<file path="src/verilog/serial_chan_pkg.sv">
// Purpose: shared constants and types of the serial channel
// Assumes: 100 MHz system clock, APB register access
// Notes:   one package for the channel top and its byte buffers
package serial_chan_pkg;
  // clock and bit-rate base
  localparam int          CLK_HZ     = 100_000_000;
  localparam int          BASE_HZ    = 2_304_000;
  localparam logic [16:0] ACC_STEP   = 17'(BASE_HZ / 1000);
  localparam logic [16:0] ACC_WRAP   = 17'(CLK_HZ / 1000);
  localparam logic [16:0] ACC_HALF   = 17'(CLK_HZ / 2000);
  // buffers
  localparam int          FIFO_DEPTH = 64;
  localparam int          FIFO_AW    = 6;
  localparam logic [6:0]  FIFO_FULL  = 7'(FIFO_DEPTH);
  localparam logic [6:0]  XOFF_LEVEL = 7'h30;
  localparam logic [6:0]  XON_LEVEL  = 7'h10;
  localparam logic [6:0]  RTS_LEVEL  = 7'h38;
  localparam logic [7:0]  XON_CHAR   = 8'h11;
  localparam logic [7:0]  XOFF_CHAR  = 8'h13;
  // register offsets
  localparam logic [7:0]  OFS_DATA   = 8'h00;
  localparam logic [7:0]  OFS_CTRL   = 8'h04;
  localparam logic [7:0]  OFS_DIV    = 8'h08;
  localparam logic [7:0]  OFS_STAT   = 8'h0C;
  localparam logic [7:0]  OFS_ISR    = 8'h10;
  localparam logic [7:0]  OFS_IMR    = 8'h14;
  // control fields
  localparam int          CTRL_MODE  = 0;
  localparam int          CTRL_PAR   = 2;
  localparam int          CTRL_BITS  = 4;
  localparam int          CTRL_STOP  = 6;
  localparam int          CTRL_DIR   = 7;
  localparam int          DATA_EMPTY = 8;
  localparam logic [1:0]  BITS_RESET = 2'h3;
  localparam logic [15:0] DIV_RESET  = 16'h00F0;
  // interrupt bits
  localparam int          IRQ_RX     = 0;
  localparam int          IRQ_TXDONE = 1;
  localparam int          IRQ_PAR    = 2;
  localparam int          IRQ_FRAME  = 3;
  localparam int          IRQ_OVR    = 4;
  localparam int          IRQ_REFUSE = 5;
  localparam int          IRQ_W      = 6;

  typedef enum logic [1:0] {MODE_PLAIN = 2'h0, MODE_INBAND = 2'h1, MODE_HWFLOW = 2'h2, MODE_BUS = 2'h3} line_mode_t;
  typedef enum logic [1:0] {PAR_NONE = 2'h0, PAR_EVEN = 2'h1, PAR_ODD = 2'h2} parity_t;
  typedef enum logic [4:0] {TX_IDLE = 5'h01, TX_START = 5'h02, TX_DATA = 5'h04, TX_PARITY = 5'h08,
                            TX_STOP = 5'h10} tx_state_t;
  typedef enum logic [4:0] {RX_IDLE = 5'h01, RX_START = 5'h02, RX_DATA = 5'h04, RX_PARITY = 5'h08,
                            RX_STOP = 5'h10} rx_state_t;
endpackage

</file>
<file path="src/verilog/fifo_if.sv">
// Purpose: push/pop carrier between the channel and a byte buffer
// Assumes: both sides on the system clock
// Notes:   store side owns the flags
interface fifo_if;
  logic       push;
  logic [7:0] wdata;
  logic       full;
  logic       pop;
  logic [7:0] rdata;
  logic       empty;
  logic [6:0] level;
  modport store (input push, input wdata, input pop, output full, output rdata, output empty, output level);
  modport user  (output push, output wdata, output pop, input full, input rdata, input empty, input level);
endinterface

</file>
<file path="src/verilog/dual_serial_port_channel.sv">
// Purpose: one asynchronous serial channel with APB registers
// Assumes: rxd and cts_n synchronous to clk; APB master per AMBA
// Notes:   a second channel is a second instance with its own registers
// Behaviour
// the channel has its own 64-byte receive and transmit first-in first-out buffers.
// framing, handshake and rate settings belong to the channel alone.
// four line modes: plain RS232, in-band flow, hardware flow and RS485 bus.
// in in-band mode Xoff and Xon received pause and resume sending, and are sent to throttle the peer.
// in hardware flow mode RTS tells the peer to hold and CTS gates our sending.
// an even, odd or absent parity bit is added and received parity is checked.
// five to eight data bits per character.
// five bits allow one or one and a half stop bits, six to eight allow one or two.
// bit time is a 2.304 MHz base clock divided by a 16-bit divisor from one upward.
// rates run from 35 baud to 2.304 megabaud at divisor one.
// software keeps RS232 rates at or below 115.2 kilobaud.
// the RS485 mode uses no flow control of either kind.
// in RS485 mode a direction select drives the bus or releases it to listen.
// a frame is a low start bit, data least significant first, optional parity, high stop bits.
// a write to a full transmit buffer is refused and flagged, a read of an empty receive buffer says empty.
//
// Implementation choices: the register addresses and the APB register port.
module dual_serial_port_channel
  import serial_chan_pkg::*;
(
  input  wire logic        clk,
  input  wire logic        nrst,
  input  wire logic        psel,
  input  wire logic        penable,
  input  wire logic        pwrite,
  input  wire logic [7:0]  paddr,
  input  wire logic [31:0] pwdata,
  output logic      [31:0] prdata,
  output logic             pready,
  output logic             pslverr,
  input  wire logic        rxd,
  input  wire logic        cts_n,
  output logic             txd,
  output logic             rts_n,
  output logic             driver_en,
  output logic             irq
);
  typedef struct packed {
    logic [31:0]       prdata;
    logic              pready;
    logic              pslverr;
    logic              irq;
    logic              txd;
    logic              rts_n;
    logic              driver_en;
    logic [1:0]        mode;
    logic [1:0]        parity;
    logic [1:0]        bits;
    logic              stop_long;
    logic              dir;
    logic [15:0]       div;
    logic [IRQ_W-1:0]  isr;
    logic [IRQ_W-1:0]  imr;
    logic [16:0]       tx_acc;
    logic [16:0]       rx_acc;
    tx_state_t         tx_st;
    logic [17:0]       tx_cnt;
    logic [7:0]        tx_sh;
    logic [2:0]        tx_idx;
    logic              tx_par;
    rx_state_t         rx_st;
    logic [17:0]       rx_cnt;
    logic [7:0]        rx_sh;
    logic [2:0]        rx_idx;
    logic              rx_perr;
    logic              paused;
    logic              xoff_sent;
  } chan_state_t;

  chan_state_t r;
  chan_state_t next_r;

  fifo_if tx_f();
  fifo_if rx_f();

  byte_fifo tx_buf (.clk(clk), .nrst(nrst), .f(tx_f));
  byte_fifo rx_buf (.clk(clk), .nrst(nrst), .f(rx_f));

  // fractional step of the base clock; one tick per base period
  function automatic logic [17:0] base_step(input logic [16:0] acc);
    logic [17:0] sum;
    sum = {1'h0, acc} + {1'h0, ACC_STEP};
    if (sum >= {1'h0, ACC_WRAP}) begin
      return {1'h1, 17'(sum - {1'h0, ACC_WRAP})};
    end
    return {1'h0, sum[16:0]};
  endfunction

  function automatic logic parity_of(input logic [7:0] d, input logic [1:0] bits, input logic odd);
    logic [7:0] mask;
    mask = 8'hFF >> (2'h3 - bits);
    return (^(d & mask)) ^ odd;
  endfunction

  logic        tx_tick;
  logic        rx_tick;
  logic        tx_end;
  logic        rx_end;
  logic [17:0] div18;
  logic [17:0] div_m1;
  logic [17:0] stop_m1;
  logic        par_on;
  logic        par_odd;
  logic        may_send;
  logic        rx_on;
  logic        go;
  logic [7:0]  ch;
  logic [7:0]  rx_data;
  logic        access;
  logic [IRQ_W-1:0] set_irq;
  logic [IRQ_W-1:0] clr_irq;

  assign tx_f.wdata = pwdata[7:0];

  always_comb begin
    next_r       = r;
    tx_f.push    = 1'h0;
    tx_f.pop     = 1'h0;
    rx_f.push    = 1'h0;
    rx_f.pop     = 1'h0;
    set_irq      = '0;
    clr_irq      = '0;
    go           = 1'h0;
    ch           = 8'h00;
    // divisor zero is read as one: the top rate, not a stall
    div18        = (r.div == 16'h0000) ? 18'h00001 : {2'h0, r.div};
    div_m1       = div18 - 18'h00001;
    // one and a half only with five bits, two otherwise
    if (!r.stop_long) begin
      stop_m1 = div_m1;
    end else if (r.bits == 2'h0) begin
      stop_m1 = div18 + (div18 >> 1) - 18'h00001;
    end else begin
      stop_m1 = (div18 << 1) - 18'h00001;
    end
    par_on       = (r.parity == PAR_EVEN) || (r.parity == PAR_ODD);
    par_odd      = (r.parity == PAR_ODD);
    rx_data      = r.rx_sh >> (2'h3 - r.bits);
    rx_f.wdata   = rx_data;
    {tx_tick, next_r.tx_acc} = base_step(r.tx_acc);
    {rx_tick, next_r.rx_acc} = base_step(r.rx_acc);
    tx_end       = tx_tick && (r.tx_cnt == 18'h00000);
    rx_end       = rx_tick && (r.rx_cnt == 18'h00000);
    if (tx_tick && !tx_end) begin
      next_r.tx_cnt = r.tx_cnt - 18'h00001;
    end
    if (rx_tick && !rx_end) begin
      next_r.rx_cnt = r.rx_cnt - 18'h00001;
    end
    case (r.mode)
      MODE_PLAIN:  may_send = 1'h1;
      MODE_INBAND: may_send = !r.paused;
      MODE_HWFLOW: may_send = !cts_n;
      default:     may_send = r.dir;
    endcase
    rx_on = (r.mode != MODE_BUS) || !r.dir;
    if (r.mode != MODE_INBAND) begin
      next_r.paused    = 1'h0;
      next_r.xoff_sent = 1'h0;
    end

    // transmitter
    case (r.tx_st)
      TX_IDLE: begin
        next_r.txd = 1'h1;
        if (r.mode == MODE_INBAND && !r.xoff_sent && rx_f.level >= XOFF_LEVEL) begin
          ch               = XOFF_CHAR;
          go               = 1'h1;
          next_r.xoff_sent = 1'h1;
        end else if (r.mode == MODE_INBAND && r.xoff_sent && rx_f.level <= XON_LEVEL) begin
          ch               = XON_CHAR;
          go               = 1'h1;
          next_r.xoff_sent = 1'h0;
        end else if (!tx_f.empty && may_send) begin
          ch       = tx_f.rdata;
          go       = 1'h1;
          tx_f.pop = 1'h1;
        end
        if (go) begin
          next_r.tx_st  = TX_START;
          next_r.txd    = 1'h0;
          next_r.tx_sh  = ch;
          next_r.tx_cnt = div_m1;
          next_r.tx_acc = '0;
          next_r.tx_par = parity_of(ch, r.bits, par_odd);
        end
      end
      TX_START: begin
        if (tx_end) begin
          next_r.tx_st  = TX_DATA;
          next_r.txd    = r.tx_sh[0];
          next_r.tx_idx = 3'h0;
          next_r.tx_cnt = div_m1;
        end
      end
      TX_DATA: begin
        if (tx_end && r.tx_idx == {1'h1, r.bits}) begin
          next_r.tx_st  = par_on ? TX_PARITY : TX_STOP;
          next_r.txd    = par_on ? r.tx_par : 1'h1;
          next_r.tx_cnt = par_on ? div_m1 : stop_m1;
        end else if (tx_end) begin
          next_r.tx_sh  = r.tx_sh >> 1;
          next_r.txd    = r.tx_sh[1];
          next_r.tx_idx = r.tx_idx + 3'h1;
          next_r.tx_cnt = div_m1;
        end
      end
      TX_PARITY: begin
        if (tx_end) begin
          next_r.tx_st  = TX_STOP;
          next_r.txd    = 1'h1;
          next_r.tx_cnt = stop_m1;
        end
      end
      TX_STOP: begin
        if (tx_end) begin
          next_r.tx_st        = TX_IDLE;
          set_irq[IRQ_TXDONE] = 1'h1;
        end
      end
      default: next_r.tx_st = TX_IDLE;
    endcase

    // receiver samples each bit in its middle
    case (r.rx_st)
      RX_IDLE: begin
        if (rx_on && !rxd) begin
          next_r.rx_st  = RX_START;
          next_r.rx_acc = div18[0] ? ACC_HALF : 17'h00000;
          next_r.rx_cnt = div_m1 >> 1;
        end
      end
      RX_START: begin
        if (rx_end) begin
          // a start bit gone high again was noise
          next_r.rx_st   = rxd ? RX_IDLE : RX_DATA;
          next_r.rx_idx  = 3'h0;
          next_r.rx_sh   = 8'h00;
          next_r.rx_perr = 1'h0;
          next_r.rx_cnt  = div_m1;
        end
      end
      RX_DATA: begin
        if (rx_end) begin
          next_r.rx_sh  = {rxd, r.rx_sh[7:1]};
          next_r.rx_idx = r.rx_idx + 3'h1;
          next_r.rx_cnt = div_m1;
          if (r.rx_idx == {1'h1, r.bits}) begin
            next_r.rx_st = par_on ? RX_PARITY : RX_STOP;
          end
        end
      end
      RX_PARITY: begin
        if (rx_end) begin
          next_r.rx_perr = (rxd != parity_of(rx_data, r.bits, par_odd));
          next_r.rx_st   = RX_STOP;
          next_r.rx_cnt  = div_m1;
        end
      end
      RX_STOP: begin
        if (rx_end) begin
          next_r.rx_st       = RX_IDLE;
          set_irq[IRQ_FRAME] = !rxd;
          set_irq[IRQ_PAR]   = r.rx_perr;
          if (r.mode == MODE_INBAND && rx_data == XOFF_CHAR) begin
            next_r.paused = 1'h1;
          end else if (r.mode == MODE_INBAND && rx_data == XON_CHAR) begin
            next_r.paused = 1'h0;
          end else if (rx_f.full) begin
            set_irq[IRQ_OVR] = 1'h1;
          end else begin
            rx_f.push       = 1'h1;
            set_irq[IRQ_RX] = 1'h1;
          end
        end
      end
      default: next_r.rx_st = RX_IDLE;
    endcase

    // register slave: answer one cycle into the access phase
    access         = psel && penable && !r.pready;
    next_r.pready  = access;
    next_r.pslverr = 1'h0;
    if (access) begin
      next_r.prdata = 32'h0000_0000;
      if (paddr == OFS_DATA) begin
        if (pwrite && tx_f.full) begin
          next_r.pslverr      = 1'h1;
          set_irq[IRQ_REFUSE] = 1'h1;
        end else if (pwrite) begin
          tx_f.push = 1'h1;
        end else begin
          next_r.prdata[DATA_EMPTY] = rx_f.empty;
          next_r.prdata[7:0]        = rx_f.empty ? 8'h00 : rx_f.rdata;
          rx_f.pop                  = !rx_f.empty;
        end
      end else if (paddr == OFS_CTRL) begin
        if (pwrite) begin
          next_r.mode      = pwdata[CTRL_MODE +: 2];
          next_r.parity    = pwdata[CTRL_PAR +: 2];
          next_r.bits      = pwdata[CTRL_BITS +: 2];
          next_r.stop_long = pwdata[CTRL_STOP];
          next_r.dir       = pwdata[CTRL_DIR];
        end else begin
          next_r.prdata[7:0] = {r.dir, r.stop_long, r.bits, r.parity, r.mode};
        end
      end else if (paddr == OFS_DIV) begin
        if (pwrite) begin
          next_r.div = pwdata[15:0];
        end else begin
          next_r.prdata[15:0] = r.div;
        end
      end else if (paddr == OFS_STAT) begin
        if (!pwrite) begin
          next_r.prdata[22:0] = {tx_f.level, 1'h0, rx_f.level, 1'h0, r.xoff_sent, r.paused,
                                 (r.tx_st != TX_IDLE), rx_f.empty, rx_f.full, tx_f.empty, tx_f.full};
        end
      end else if (paddr == OFS_ISR) begin
        if (pwrite) begin
          clr_irq = pwdata[IRQ_W-1:0];
        end else begin
          next_r.prdata[IRQ_W-1:0] = r.isr;
        end
      end else if (paddr == OFS_IMR) begin
        if (pwrite) begin
          next_r.imr = pwdata[IRQ_W-1:0];
        end else begin
          next_r.prdata[IRQ_W-1:0] = r.imr;
        end
      end else begin
        next_r.pslverr = 1'h1;
      end
    end

    // a new event beats a clear in the same cycle
    next_r.isr       = (r.isr & ~clr_irq) | set_irq;
    next_r.irq       = |(next_r.isr & next_r.imr);
    next_r.rts_n     = (r.mode == MODE_HWFLOW) && (rx_f.level >= RTS_LEVEL);
    next_r.driver_en = (r.mode == MODE_BUS) && r.dir;
  end

  always_ff @(posedge clk or negedge nrst) begin
    if (!nrst) begin
      r       <= '0;
      r.txd   <= 1'h1;
      r.bits  <= BITS_RESET;
      r.div   <= DIV_RESET;
      r.tx_st <= TX_IDLE;
      r.rx_st <= RX_IDLE;
    end else begin
      r <= next_r;
    end
  end

  assign prdata    = r.prdata;
  assign pready    = r.pready;
  assign pslverr   = r.pslverr;
  assign txd       = r.txd;
  assign rts_n     = r.rts_n;
  assign driver_en = r.driver_en;
  assign irq       = r.irq;
endmodule

</file>
<file path="src/verilog/byte_fifo.sv">
// Purpose: 64-byte first-in first-out byte buffer
// Assumes: caller checks full before push and empty before pop
// Notes:   push on full and pop on empty are ignored
module byte_fifo
  import serial_chan_pkg::*;
(
  input wire logic clk,
  input wire logic nrst,
  fifo_if.store    f
);
  typedef struct packed {
    logic [FIFO_DEPTH-1:0][7:0] mem;
    logic [FIFO_AW-1:0]         wr;
    logic [FIFO_AW-1:0]         rd;
    logic [6:0]                 level;
  } fifo_state_t;

  fifo_state_t r;
  fifo_state_t next_r;
  logic        do_push;
  logic        do_pop;

  assign f.full  = (r.level == FIFO_FULL);
  assign f.empty = (r.level == 7'h00);
  assign f.rdata = r.mem[r.rd];
  assign f.level = r.level;

  always_comb begin
    next_r  = r;
    do_push = f.push && (r.level != FIFO_FULL);
    do_pop  = f.pop && (r.level != 7'h00);
    if (do_push) begin
      next_r.mem[r.wr] = f.wdata;
      next_r.wr        = r.wr + 6'h01;
    end
    if (do_pop) begin
      next_r.rd = r.rd + 6'h01;
    end
    if (do_push && !do_pop) begin
      next_r.level = r.level + 7'h01;
    end else if (do_pop && !do_push) begin
      next_r.level = r.level - 7'h01;
    end
  end

  always_ff @(posedge clk or negedge nrst) begin
    if (!nrst) begin
      r <= '0;
    end else begin
      r <= next_r;
    end
  end
endmodule

</file>
<file path="config.mk">
export PLATFORM = sky130hd
export DESIGN_NAME = dual_serial_port_channel
export DESIGN_NICKNAME = d
export VERILOG_FILES = /design/src/verilog/serial_chan_pkg.sv /design/src/verilog/fifo_if.sv /design/src/verilog/dual_serial_port_channel.sv /design/src/verilog/byte_fifo.sv
export SDC_FILE = /design/constraint.sdc
export NUM_CORES = 2
export LEC_CHECK = 0
export BUFFER_PORTS_ARGS = -buffer_cell sky130_fd_sc_hd__buf_4
export CAP_MARGIN = 20
export CORE_ASPECT_RATIO = 1.5
export CORE_MARGIN = 3
export CORE_UTILIZATION = 31
export DETAILED_ROUTE_END_ITERATION = 12
export PLACE_DENSITY = 0.56
export SLEW_MARGIN = 20
export SYNTH_ARGS = -nofsm -noshare
export SYNTH_HDL_FRONTEND = slang
export SYNTH_SLANG_ARGS = --single-unit
</file>
<file path="constraint.sdc">
create_clock -name clk -period 11.9 [get_ports clk]
set_input_delay 1.785 -clock clk [delete_from_list [all_inputs] [get_ports clk]]
set_output_delay 1.785 -clock clk [all_outputs]
set_load 0.005 [all_outputs]
</file>
==> impl_results.md <==
- Status: finished, final reports clean
- Synth area leaders: dfrtp_1 (51%), mux2_2 (12%), mux4_2 (11%)
- Max-cap viol count: 0
- Port bufs: 59
- Cts hold-fix bufs: 0
- Iteration-0 DRC Markers: 2,740
- First-pass GRT wire length: 249,000 um
- Synthesized flop and latch total: 1,223
- Clk_skew: 0.0518 ns
- Post-synth EDFFs: 0
- Htree depth: 4
- Least-Margin Pin Slew: 1.17 ns
- I/O pin count: 85
- Total GRT Usage: 16.4%
- Fin. Hold Viols: 0
- Setup repair bufs after CTS: 0
- Async SR Flop Fraction: 100%
- Max-slew headroom: 21.9%
- CTS clk-pin slew, worst paths: 0.06 ns
- Yosys Warn Count: 0
- Syn Std Cell Area: 0.0594 mm2
- CP Max Fanout: 71
- Drt total wl: 161,000 um
- RSZ-0062 raised after global routing: false
- DR pass1 iterations: 7
- Layout net count: 4,887
- Setup CP Type: flip-flop to flip-flop
- Cells after Synth: 4,898
- Pin count of the biggest net entering global routing: 193
- Vias: 38,400
- Vias in the first global route: 39,500
- TritonCTS Buffers: 130
- Share of layout cells above drive strength 1: 26.3%
- CTS max path bufs: 3
- Hold crit path type: flip-flop to flip-flop
- Detail Placement HPWL: 107,000 um
- Die width: 364 um
- Crit path DAT: 6.27 ns
- Gpl congestion: 0.831
- Slew Limit Fails: 0
- CTS sink count: 1,223
- Critical Path Source Type: flip-flop
- Final TNS setup: 0 ns
- Floorplan Core Area: 0.190 mm2
- Area share of the largest cell type after synthesis: 51.1%
- Leakage: 29.4 nW
- Area grow syn2layout: 11.7%
- Post_cts resized: 0
- Required @ worst endpoint: 12.55 ns
- Vias per cell: 5.24
- Prevailing post-synth register cell: dfrtp_1
- CTS tree: yes
- CP endpoint kind: flip-flop
- Die height: 542 um
- Worst vdd ir: 0.000164 V
- DR WL/cell: 22.0 um
- Initial antenna violation count: 7
- CTS root buffer: clkbuf_16
- Register area share after synthesis: 51.5%
- Pre-CTS WS: 5.77 ns
- Synth area leader: dfrtp_1
- Avg Inst Size Synth: 12.1 um2
- Starting Density: 31.2%
- GRT Residual Overflow: 0
- Die area: 0.197 mm2
- Row count: 196
- # DRC: 0
- Clk_lat worst skew: 0.78 ns
- Detail Route Antenna Nets: 0
- Fmax achieved: 178 MHz
- Final setup viols: 0
- Library cells used by synthesis: 95
- Worst setup margin: 6.29 ns
- Tcrit/Tclk final: 47.2%
- Crit path time final: 5.61 ns
- Pwr/cell area: 158 mW/mm2
## through the flow
stage	instance area (um2)	hold slack [ns]	total power, mW	std cells	utilization [%]
2_1_floorplan	59500	0.445	5.77	4906	-
3_3_place_gp	61800	0.456	6.27	7104	32.5
3_5_place_dp	61800	0.465	6.29	7104	32.5
4_1_cts	66400	0.478	10.6	7339	34.9
5_1_grt	66400	0.486	11.0	7340	34.9
6_report	66400	0.471	10.5	7342	34.9
## registers in the layout, indices dropped and copies added (netlist names)
name	flops
irq	1
rx_buf.r	524
rts_n	1
tx_buf.r	524
driver_en	1
r	132
pready	1
pslverr	1
tx_buf.f.level	7
rx_buf.f.level	7
prdata	23
txd	1
## metal layers
layer / vias up / track usage [%] / share of wire [%]
met5: - / 0 / 0.014
met4: 4 / 6.14 / 3.6
met3: 312 / 3.12 / 5.1
met2: 889 / 28.5 / 51
met1: 19800 / 20.2 / 41
li1: 17400 / - / -
## kinds of logic after synthesis
group / Yosys count / share of synthesized area (%)
and+or+nand+nor: 1181 / 9.12
DFF: 1223 / 51.5
buffers and inverters: 478 / 3.53
other: 1 / 0.00631
muxes: 953 / 23.8
xor gates and xnor gates: 133 / 1.98
AOI/OAI and AO/OA: 851 / 8.33
adders and majority gates: 78 / 1.69
## report_power, final
group / internal (mW) / switching [mW] / leakage, nW
Combinational: 0.640 / 1.05 / 10.2
Clock: 2.52 / 1.77 / 2.22
Sequential: 4.29 / 0.218 / 16.9
Total: 7.45 / 3.05 / 29.4
## worst paths after layout
check                               from                end  slack [ns]  cells past startpoint
setup / recovery                  r[137]  rx_buf.f.level[6]        6.29                     18
hold / removal             rx_buf.r[388]      rx_buf.r[388]        0.47                      2
setup reg to reg                  r[137]  rx_buf.f.level[6]        6.29                     18
hold reg to reg            rx_buf.r[388]      rx_buf.r[388]        0.47                      2
max in group asynchronous           nrst      tx_buf.r[316]        8.51                      3
min in group asynchronous           nrst      rx_buf.r[441]        0.98                      1
## cell usage after synthesis, types with 19 or more instances
library cell  number
ha_1              74
mux4_1            20
xor2_1            49
a21oi_1           78
nor2_1           181
o21ai_1           24
o21ai_0          520
mux2i_1           30
dfrtp_1         1214
nor2b_1           19
nor3_1            33
nand3_1           63
nand4_1           43
clkbuf_1         282
xnor2_1           83
o22ai_1           22
a22oi_1           35
nand4b_1          36
buf_2             20
buf_1             35
mux2_2           622
a21o_1            19
nand2_1          660
buf_4             36
inv_1             89
mux4_2           280
## placed cells by master (no fill, tap or decap), types with 11 or more instances in the layout
cell / n
mux4_1: 20
a22oi_1: 35
xor2_1: 49
a211oi_1: 16
nand3b_1: 12
o211ai_1: 11
dfrtp_1: 1208
o21ai_0: 519
a31oi_1: 14
nand3_1: 62
o31ai_1: 11
inv_1: 89
o221ai_1: 12
xnor2_1: 83
a21oi_1: 77
and2_1: 13
o21ai_1: 24
buf_4: 105
mux2_2: 622
nand2b_1: 14
nor2b_1: 19
mux4_2: 280
nand4b_1: 36
nor4_1: 18
clkbuf_1: 26
nor3_1: 32
and3_1: 12
nor2_1: 180
a21o_1: 19
nand2_1: 659
nand4_1: 43
bufinv_16: 11
or3_1: 13
o22ai_1: 22
mux2i_1: 27
clkbuf_16: 132
a22o_1: 18
ha_1: 74
clkbuf_8: 35
## layout make-up
cell class	count	area, um2
multi-input combinational	3205	26800
timing repair buffer	113	956
tap	2475	3100
inverter	89	334
antenna	2	5.00
clock buffer	193	3880
clock inverter	42	669
sequential	1223	30600
fill	18700	124000
## critical path: stages, from the launching register on
cell and delay [ns]:
dfstp_2 0.73, mux2_2 0.43, mux2i_4 0.13, buf_4 0.57, ha_1 0.27, nand4_1 0.10
nor4_1 0.81, nor4b_4 0.09, buf_4 0.39, ha_1 0.35, inv_1 0.21, ha_1 0.31
a21o_1 0.19, a21oi_1 0.22, o21bai_1 0.09, a21oi_1 0.18, xnor2_1 0.13, nor2_1 0.06
xor2_1 0.15
(Power assumes the default switching activity.)
